### src/fsp_defs.svh
// addresses, codes and reset values of the self-programming command registers
`ifndef FSP_DEFS_SVH
`define FSP_DEFS_SVH
`define FSP_ADDR_CMD 16'hFFA3
`define FSP_ADDR_PTR_LOW 16'hFFA4
`define FSP_ADDR_PTR_HIGH 16'hFFA5
`define FSP_ADDR_CMP_HIGH 16'hFFA6
`define FSP_ADDR_CMP_LOW 16'hFFA7
`define FSP_ADDR_WDATA 16'hFFA8
`define FSP_ADDR_PROTECT 12'h081
`define FSP_CMD_NONE 3'h0
`define FSP_CMD_VERIFY1 3'h1
`define FSP_CMD_VERIFY2 3'h2
`define FSP_CMD_ERASE 3'h3
`define FSP_CMD_BLANK 3'h4
`define FSP_CMD_WRITE 3'h5
`define FSP_CMD_RESET 3'h0
`define FSP_CMP_RESET 8'h00
`define FSP_WDATA_RESET 8'h00
`define FSP_PROT_LSB 2
`define FSP_PROT_MSB 6
`define FSP_PROT_BLK3_0 5'h0E
`define FSP_PROT_BLK1_0 5'h0F
`define FSP_PROT_NONE 5'h1F
`define FSP_BLK_TOP_3 4'h3
`define FSP_BLK_TOP_1 4'h1
`define FSP_BLANK_VALUE 8'hFF
`define FSP_FULL_BYTE 8'hFF
`endif

### src/fsp_pkg.sv
// types shared by the self-programming command block
`default_nettype none
package fsp_pkg;
    typedef enum logic [2:0] {FSP_ST_PB_REQ, FSP_ST_PB_WAIT, FSP_ST_IDLE, FSP_ST_RD,
                              FSP_ST_ERASE, FSP_ST_WRITE, FSP_ST_DONE} fsp_state_e;
    typedef enum logic [1:0] {FSP_OP_READ, FSP_OP_WRITE, FSP_OP_ERASE} fsp_op_e;
    typedef struct packed {
        logic wr;
        logic rd;
        logic [15:0] addr;
        logic [7:0] wdata;
        logic [7:0] bmask;
    } fsp_bus_s;
    typedef struct packed {
        logic start;
        fsp_op_e op;
        logic [11:0] addr;
        logic [7:0] wdata;
    } fsp_flash_req_s;
    typedef struct packed {
        logic ack;
        logic [7:0] rdata;
        logic fail;
    } fsp_flash_rsp_s;
endpackage : fsp_pkg
`default_nettype wire

### src/fsp_cmd_regs.sv
// command registers and sequencer for flash self programming
//
// Functional notes
// - command register: 3-bit code, bits 7..3 zero, reset 00, bit or byte writes
// - code 001 verifies a whole block; failure sets an error flag
// - code 010 verifies several addresses of a block; failure sets an error flag
// - code 011 erases the block selected by the address registers
// - code 100 checks that every location of the block is erased
// - code 101 programs the write buffer byte at the pointer address
// - programming a 1 onto an unerased 0 sets the protect error flag
// - undefined codes abort at once and set an error flag
// - 12-bit start address from high pointer bits 3..0 and low pointer byte
// - pointers count up to the compare registers outside command execution
// - pointers have no defined reset value
// - 8-bit write buffer, whole-byte writes only, reset to zero
// - protect byte bits 6..2 read from flash; applies only in self programming
// - protect codes: 01110 blocks 3..0, 01111 blocks 1..0, 11111 none
// - a halt in self programming mode starts the loaded command
// - a command on a protected block sets the protect error flag
// - error flags stay set until cleared by software or reset
`include "fsp_defs.svh"
`default_nettype none
module fsp_cmd_regs
    import fsp_pkg::*;
#(
    parameter int NUM_BLOCKS = 4
)(
    input wire logic clk_i,
    input wire logic nrst_i,
    input wire fsp_bus_s bus_i,
    output logic [7:0] rdata_o,
    input wire logic halt_i,
    input wire logic self_program_mode_select_i,
    input wire logic verify_error_clr_i,
    input wire logic protect_error_clr_i,
    output logic verify_error_flag_o,
    output logic write_erase_protect_error_flag_o,
    output logic cpu_hold_o,
    output fsp_flash_req_s flash_o,
    input wire fsp_flash_rsp_s flash_i
);
    if (NUM_BLOCKS != 4) begin : g_bad_blocks
        $error("fsp_cmd_regs decodes the protect field for four blocks only");
    end

    fsp_state_e state_reg;
    logic [2:0] cmd_reg;
    logic [7:0] ptr_low_reg;
    logic [7:0] ptr_high_reg;
    logic [7:0] cmp_low_reg;
    logic [7:0] cmp_high_reg;
    logic [7:0] wdata_reg;
    logic [4:0] prot_reg;
    logic [11:0] ptr_addr;
    logic wr_cmd, wr_pl, wr_ph, wr_cl, wr_ch, wr_wd;
    logic cmd_start, cmd_valid, blk_protected, at_end, rd_ok, ptr_step, idle_count;
    logic verr_set, perr_set;

    // register strobes
    assign wr_cmd = bus_i.wr && (bus_i.addr == `FSP_ADDR_CMD);
    assign wr_pl = bus_i.wr && (bus_i.addr == `FSP_ADDR_PTR_LOW);
    assign wr_ph = bus_i.wr && (bus_i.addr == `FSP_ADDR_PTR_HIGH);
    assign wr_ch = bus_i.wr && (bus_i.addr == `FSP_ADDR_CMP_HIGH);
    assign wr_cl = bus_i.wr && (bus_i.addr == `FSP_ADDR_CMP_LOW);
    assign wr_wd = bus_i.wr && (bus_i.addr == `FSP_ADDR_WDATA);

    assign ptr_addr = {ptr_high_reg[3:0], ptr_low_reg};
    assign at_end = (ptr_high_reg == cmp_high_reg) && (ptr_low_reg == cmp_low_reg);

    assign cmd_valid = (cmd_reg != `FSP_CMD_NONE) && (cmd_reg <= `FSP_CMD_WRITE);
    assign cmd_start = (state_reg == FSP_ST_IDLE) && halt_i && self_program_mode_select_i
                       && (cmd_reg != `FSP_CMD_NONE);

    // prohibited codes fence every block, the safe reading of a bad setting
    always_comb
    begin
        case (prot_reg)
            `FSP_PROT_BLK3_0: blk_protected = (ptr_high_reg[3:0] <= `FSP_BLK_TOP_3);
            `FSP_PROT_BLK1_0: blk_protected = (ptr_high_reg[3:0] <= `FSP_BLK_TOP_1);
            `FSP_PROT_NONE: blk_protected = 1'b0;
            default: blk_protected = 1'b1;
        endcase
        blk_protected = blk_protected && self_program_mode_select_i;
    end

    // read result check, one location per acknowledge
    always_comb
    begin
        case (cmd_reg)
            `FSP_CMD_BLANK: rd_ok = (flash_i.rdata == `FSP_BLANK_VALUE);
            `FSP_CMD_WRITE: rd_ok = ((wdata_reg & ~flash_i.rdata) == 8'h00);
            default: rd_ok = !flash_i.fail;
        endcase
    end

    assign ptr_step = (state_reg == FSP_ST_RD) && flash_i.ack && rd_ok
                      && (cmd_reg != `FSP_CMD_WRITE) && !at_end;
    assign idle_count = (state_reg == FSP_ST_IDLE) && !cmd_start && !at_end
                        && !wr_pl && !wr_ph;

    // error causes
    assign verr_set = (cmd_start && !cmd_valid)
                      || ((state_reg == FSP_ST_RD) && flash_i.ack && !rd_ok
                          && (cmd_reg != `FSP_CMD_WRITE))
                      || (((state_reg == FSP_ST_ERASE) || (state_reg == FSP_ST_WRITE))
                          && flash_i.ack && flash_i.fail);
    assign perr_set = (cmd_start && cmd_valid && blk_protected)
                      || ((state_reg == FSP_ST_RD) && flash_i.ack && !rd_ok
                          && (cmd_reg == `FSP_CMD_WRITE));

    // command register, bitwise writable, upper bits never stored
    always_ff @(posedge clk_i)
    begin
        if (!nrst_i)
            cmd_reg <= `FSP_CMD_RESET;
        else if (wr_cmd)
            cmd_reg <= (cmd_reg & ~bus_i.bmask[2:0]) | (bus_i.wdata[2:0] & bus_i.bmask[2:0]);
    end

    // pointers carry no reset; software reloads them before each command
    always_ff @(posedge clk_i)
    begin
        if (wr_pl)
            ptr_low_reg <= (ptr_low_reg & ~bus_i.bmask) | (bus_i.wdata & bus_i.bmask);
        else if (ptr_step || idle_count)
            ptr_low_reg <= ptr_low_reg + 8'h01;
        if (wr_ph)
            ptr_high_reg <= (ptr_high_reg & ~bus_i.bmask) | (bus_i.wdata & bus_i.bmask);
        else if ((ptr_step || idle_count) && (ptr_low_reg == 8'hFF))
            ptr_high_reg <= ptr_high_reg + 8'h01;
    end

    always_ff @(posedge clk_i)
    begin
        if (!nrst_i)
        begin
            cmp_low_reg <= `FSP_CMP_RESET;
            cmp_high_reg <= `FSP_CMP_RESET;
        end
        else
        begin
            if (wr_cl)
                cmp_low_reg <= (cmp_low_reg & ~bus_i.bmask) | (bus_i.wdata & bus_i.bmask);
            if (wr_ch)
                cmp_high_reg <= (cmp_high_reg & ~bus_i.bmask) | (bus_i.wdata & bus_i.bmask);
        end
    end

    // write buffer ignores single-bit writes
    always_ff @(posedge clk_i)
    begin
        if (!nrst_i)
            wdata_reg <= `FSP_WDATA_RESET;
        else if (wr_wd && (bus_i.bmask == `FSP_FULL_BYTE))
            wdata_reg <= bus_i.wdata;
    end

    // read port, unmapped addresses answer zero
    always_ff @(posedge clk_i)
    begin
        if (!nrst_i)
            rdata_o <= 8'h00;
        else if (bus_i.rd)
        begin
            if (bus_i.addr == `FSP_ADDR_CMD)
                rdata_o <= {5'h00, cmd_reg};
            else if (bus_i.addr == `FSP_ADDR_PTR_LOW)
                rdata_o <= ptr_low_reg;
            else if (bus_i.addr == `FSP_ADDR_PTR_HIGH)
                rdata_o <= ptr_high_reg;
            else if (bus_i.addr == `FSP_ADDR_CMP_HIGH)
                rdata_o <= cmp_high_reg;
            else if (bus_i.addr == `FSP_ADDR_CMP_LOW)
                rdata_o <= cmp_low_reg;
            else if (bus_i.addr == `FSP_ADDR_WDATA)
                rdata_o <= wdata_reg;
            else
                rdata_o <= 8'h00;
        end
    end

    // sticky error flags; a set in the clearing cycle wins
    always_ff @(posedge clk_i)
    begin
        if (!nrst_i)
        begin
            verify_error_flag_o <= 1'b0;
            write_erase_protect_error_flag_o <= 1'b0;
        end
        else
        begin
            verify_error_flag_o <= verr_set || (verify_error_flag_o && !verify_error_clr_i);
            write_erase_protect_error_flag_o <= perr_set
                || (write_erase_protect_error_flag_o && !protect_error_clr_i);
        end
    end

    // protect byte latched once after reset
    always_ff @(posedge clk_i)
    begin
        if (!nrst_i)
            prot_reg <= `FSP_PROT_NONE;
        else if ((state_reg == FSP_ST_PB_WAIT) && flash_i.ack)
            prot_reg <= flash_i.rdata[`FSP_PROT_MSB:`FSP_PROT_LSB];
    end

    // sequencer
    always_ff @(posedge clk_i)
    begin
        if (!nrst_i)
        begin
            state_reg <= FSP_ST_PB_REQ;
            cpu_hold_o <= 1'b0;
            flash_o <= '{start: 1'b0, op: FSP_OP_READ, addr: `FSP_ADDR_PROTECT, wdata: 8'h00};
        end
        else
        begin
            flash_o.start <= 1'b0;
            case (state_reg)
                FSP_ST_PB_REQ:
                begin
                    flash_o <= '{start: 1'b1, op: FSP_OP_READ, addr: `FSP_ADDR_PROTECT,
                                 wdata: 8'h00};
                    state_reg <= FSP_ST_PB_WAIT;
                end
                FSP_ST_PB_WAIT:
                    if (flash_i.ack)
                        state_reg <= FSP_ST_IDLE;
                FSP_ST_IDLE:
                    if (cmd_start)
                    begin
                        cpu_hold_o <= 1'b1;
                        flash_o.addr <= ptr_addr;
                        flash_o.wdata <= wdata_reg;
                        if (!cmd_valid || blk_protected)
                            state_reg <= FSP_ST_DONE;
                        else if (cmd_reg == `FSP_CMD_ERASE)
                        begin
                            flash_o.start <= 1'b1;
                            flash_o.op <= FSP_OP_ERASE;
                            state_reg <= FSP_ST_ERASE;
                        end
                        else
                        begin
                            flash_o.start <= 1'b1;
                            flash_o.op <= FSP_OP_READ;
                            state_reg <= FSP_ST_RD;
                        end
                    end
                FSP_ST_RD:
                    if (flash_i.ack)
                    begin
                        if (!rd_ok)
                            state_reg <= FSP_ST_DONE;
                        else if (cmd_reg == `FSP_CMD_WRITE)
                        begin
                            flash_o.start <= 1'b1;
                            flash_o.op <= FSP_OP_WRITE;
                            state_reg <= FSP_ST_WRITE;
                        end
                        else if (at_end)
                            state_reg <= FSP_ST_DONE;
                        else
                        begin
                            flash_o.start <= 1'b1;
                            flash_o.addr <= flash_o.addr + 12'h001;
                        end
                    end
                FSP_ST_ERASE, FSP_ST_WRITE:
                    if (flash_i.ack)
                        state_reg <= FSP_ST_DONE;
                FSP_ST_DONE:
                begin
                    cpu_hold_o <= 1'b0;
                    state_reg <= FSP_ST_IDLE;
                end
                default:
                    state_reg <= FSP_ST_IDLE;
            endcase
        end
    end
endmodule : fsp_cmd_regs
`default_nettype wire

### config.mk
export PLATFORM = sky130hd
export DESIGN_NAME = fsp_cmd_regs
export DESIGN_NICKNAME = d
export VERILOG_FILES = /design/src/fsp_pkg.sv /design/src/fsp_cmd_regs.sv
export VERILOG_INCLUDE_DIRS = /design/src
export SDC_FILE = /design/constraint.sdc
export NUM_CORES = 1
export LEC_CHECK = 0
export BUFFER_PORTS_ARGS = -buffer_cell sky130_fd_sc_hd__buf_2
export CORE_MARGIN = 2
export CORE_UTILIZATION = 59
export CTS_BUF_LIST = sky130_fd_sc_hd__clkbuf_4 sky130_fd_sc_hd__clkbuf_8
export DETAILED_ROUTE_END_ITERATION = 16
export GPL_TIMING_DRIVEN = 0
export PLACE_DENSITY = 0.84
export SLEW_MARGIN = 0
export SYNTH_ARGS = -nofsm -noshare
export SYNTH_HDL_FRONTEND = slang
export SYNTH_SLANG_ARGS = --single-unit
### constraint.sdc
create_clock -name clk_i -period 2.8 [get_ports clk_i]
set_input_delay 0.42 -clock clk_i [delete_from_list [all_inputs] [get_ports clk_i]]
set_output_delay 0.42 -clock clk_i [all_outputs]
set_load 0.005 [all_outputs]
Word-level counts from Yosys, hierarchy flattened
Cells that the tools add are included. Widths: inputs -> output; s select.

Flip-flop bits (word level): 85. Bits in latches: 0. Bits in writable memories: 0. Memory bits (read-only): 0. Output and inout bits: 34. Logic and storage cells: 172. Memories kept: 0.

Add/sub/neg operators: 3. Multiply operators: 0. Div/mod/pow operators: 0. Order comparisons: 3. Eq/ne operators: 34. Shift-type cells: 0. Mux-type cells: 36. Bitwise operators: 16. Reduce and logical (&&, ||, !) cells: 64.

Operator list (number): $eq 16x16->1 const B (6); $mux 8 (10); $and 8x8->8 (6); $pmux 15 s3 (1); $logic_and 1x1->1 (33); $or 8x8->8 (4); $mux 15 (2); $mux 3 (10); $eq 8x8->1 const B (3); $mux 12 (2); $mux 23 (1); $add 8x1->8 const B (2); $eq 8x8->1 (2); $ne 2x2->1 const B (8); $not 8->8 (2); $pmux 8 s2 (1); $eq 3x3->1 const B (5); $pmux 3 s5 (1); $add 12x1->12 const B (1); $reduce_and 6->1 (2); $eq 5x4->1 const B (2); $eq 3x2->1 const B (3); $logic_not 1->1 (9); $logic_not 8->1 (1); 22 further kinds (39).

Logic depth before layout (Yosys ltp)
Depth in word-level cells: 13. Gate-level depth with buffers: 8.

Worst setup path before layout
OpenSTA, ideal clock, no wires.

Path type: input to register. Start point: input port bus_i[22] (netlist bit). End point: register with a tool-made name. Arrival: 1.924 ns. Data required time: 2.509 ns. Path slack: 0.585 ns. Cell stages on the path: 7. Path buffers: 1. Cells stage by stage: and4bb_1 -> and3_1 -> and4_1 -> clkbuf_1 -> o31a_1 -> nor4_4 -> a21o_1.

RTL lines: from (decl) (RTL line fsp_cmd_regs.sv:30) `input wire fsp_bus_s bus_i,`.

==> results.yml <==
power_and_ir_drop:
  finalPower_mw: 3.69
  sequentialPowerShare_pct: 41.8
  switchingPower_mw: 1.31
  switching_share_pct: 35.6
  ir_worst_vdd_v: 0.000333
  share_comb_of_total_power_pct: 30.6
  internal_power_mw: 2.38
  power_frac_clock_pct: 27.6
  p_per_area_mw_per_mm2: 631
  power.leakage_nw: 2.30
layout:
  fillers: 698
  nNetsFinal: 763
  area_delta_synth_final_pct: 14.2
  diodes: 0
  drive_gt1_share_pct: 15.6
yosys:
  synthFlopType: "dfxtp_1"
  synth.top_cell.area_share_pct: 26.9
  async_flop_share_pct: 0
  synth-edff-count: 16
  syn_area_per_cell_um2: 8.22
  ys_ff_latch: 85
  yosysSeqAreaShare_pct: 36.3
  yosysMostFrequentCell: "nand2_1"
  netlist_instances: 624
  ys_types: 66
  synth_fp_nets: 679
  synthTopCellsByCount: "nand2_1 (82), dfxtp_1 (69), nand3_1 (50)"
  synth_top_cells_by_area: "dfxtp_1 (27%), edfxtp_1 (9.4%), nand2_1 (6.0%), nand3_1 (4.9%), xnor2_1 (4.8%)"
  yosys_warnings: 0
  synth_area_mm2: 0.00513
  synth.largest_area_cell: "dfxtp_1"
clock_tree:
  cts.htree.levels: 3
  cts-buffers-inserted: 9
  cts-root-buf: "clkbuf_8"
  clkTransAtPathRegs_ns: 0.10
  hold_buffers: 0
  postCtsSetupBuffers: 0
  cts_tree: "built"
  worstSkewPairLatency_ns: 0.37
  cts-resized-gates: 0
  cts_sinks: 85
  clk_path_buf_depth: 2
hold_path:
  hold_depth: 3
  worstHoldPathType: "input pin to flip-flop"
  hp-start: "flash_i[7]"
placement:
  hpwl_mm: 12.2
  portBuffers: 73
  gp_congestion: 1.01
  place_ws_ns: 0.138
route:
  num_vias: 5395
  wl_per_cell_um: 20.0
  drc: 0
  vias_per_cell: 6.57
  dr.pass1.iters: 5
  first_iter_violations: 425
  totalWireLength_mm: 16.4
  drtAntennaViolNets: 0
global_routing:
  use_met3_pct: 6.47
  gr-usage-met1_pct: 43.0
  grt_start_max_net_pins: 17
  grt_antenna_before_repair: 0
  busiest_layer: "met2"
  grt_usage_pct: 34.2
  met2_usage_pct: 56.5
  grt_pass1_wl_mm: 26.0
  grt_pass1_vias: 5134
  overflow: 0
sta:
  slew_headroom_pct: 40.6
  holdWs_ns: 0.304
  hold_viol: 0
  worst_slack_ns: 0.178
  post-route-period-util_pct: 93.6
  fin_tns_setup_ns: 0
  final_max_slew_viol_count: 0
  setup_viol: 0
  rsz0062_at_grt: "false"
  finClkSkew_ns: 0.0123
  tightest_slew_ns: 0.879
  period_minus_slack_ns: 2.62
  fmax_mhz: 381
die:
  die_area_mm2: 0.00945
  die_w_um: 97.2
  ioPinCount: 84
  rows: 34
  die_height_um: 97.2
  coreArea_mm2: 0.00855
  start_util_pct: 60.0
setup_path:
  worstSetupStartpointType: "flip-flop"
  cp.arrival_ns: 2.88
  reg2regPathDepth: 8
  ff2ff_setup_slack_ns: 0.18
  crit_required_ns: 3.06
  path_class: "flip-flop to flip-flop"
  crit_path_max_fanout: 10
  endpoint_kind: "flip-flop"
run:
  cap_violations: 0
outcome:
  status: "finished clean"
power by group through the flow:
stage | Sequential [mW] | Combinational (mW) | Clock (mW)
finish | 1.54 | 1.13 | 1.02
global route | 1.56 | 1.22 | 1.07
CTS | 1.54 | 1.11 | 1.01
detailed placement | 1.57 | 1.10 | 0
global placement | 1.56 | 1.07 | 0
floorplan | 1.53 | 0.783 | 0
placed cells by master (no fill, tap or decap), types with 3 or more instances in the layout:
cell / instances
xnor2_1: 28
nand2b_1: 5
a211oi_1: 10
o21ai_1: 3
o22ai_1: 12
nand3_1: 50
o21ai_0: 24
a31oi_1: 3
nor2_1: 42
nor2b_1: 14
and3_1: 7
nand4_1: 10
clkbuf_8: 9
clkbuf_1: 35
and2_1: 7
dfxtp_1: 69
nand2_1: 82
inv_6: 4
a21o_1: 16
nor3_1: 3
a221oi_1: 8
o211ai_1: 11
inv_1: 23
and4_1: 7
a21oi_1: 33
a311oi_2: 4
o21a_1: 3
mux2i_1: 21
a22oi_1: 9
ha_1: 5
a32o_1: 8
xor2_1: 5
buf_2: 79
edfxtp_1: 16
path summary, 6_finish.rpt:
check                             endpoint
hold reg to reg    flash_o[0]$_SDFFE_PN0P_
hold / removal    prot_reg[4]$_SDFFE_PN1P_
setup reg to reg  flash_o[15]$_SDFFE_PN1P_
setup / recovery  flash_o[15]$_SDFFE_PN1P_
critical path, stage by stage (launching register included):
cell and delay, ns:
edfxtp_1 0.34, clkbuf_1 0.47, xnor2_1 0.19, nand4_1 0.15
nor4_4 0.51, o21ai_1 0.20, clkbuf_1 0.27, a211oi_1 0.30
a21oi_1 0.07
kinds of logic after synthesis:
family | synth area share (%)
AND/OR/NAND/NOR | 23.4
buffers and inverters | 5.44
adder cells (fa/ha/maj) | 1.22
AO/OA/AOI/OAI | 23.6
flip-flops | 36.3
multiplexers | 4.32
XOR/XNOR | 5.64
through the flow:
step / cells / utilization (%) / cell area (um^2)
finish: 821 / 68.5 / 5850
global route: 821 / 68.5 / 5850
CTS: 821 / 68.5 / 5850
detailed placement: 805 / 65.8 / 5630
global placement: 805 / 65.8 / 5630
floorplan: 624 / - / 5130
layout make-up:
cell class	instances	area, um^2	share of cell area [%]
clock buffers	9	124	2.12
repair buffers	73	365	6.24
flip-flops and latches	85	1860	31.8
inverters	24	90.1	1.54
plain buffers	46	189	3.23
well taps	108	135	2.31
clock inverters	7	104	1.77
multi-input cells	469	2990	51.0
per-layer routing:
metal | vias up | wire [um]
met5 | - | 0
met4 | 0 | 674
met3 | 61 | 1610
met2 | 329 | 7830
met1 | 2561 | 6270
li1 | 2444 | -
No activity file was read; power rests on OpenSTA's default activity.
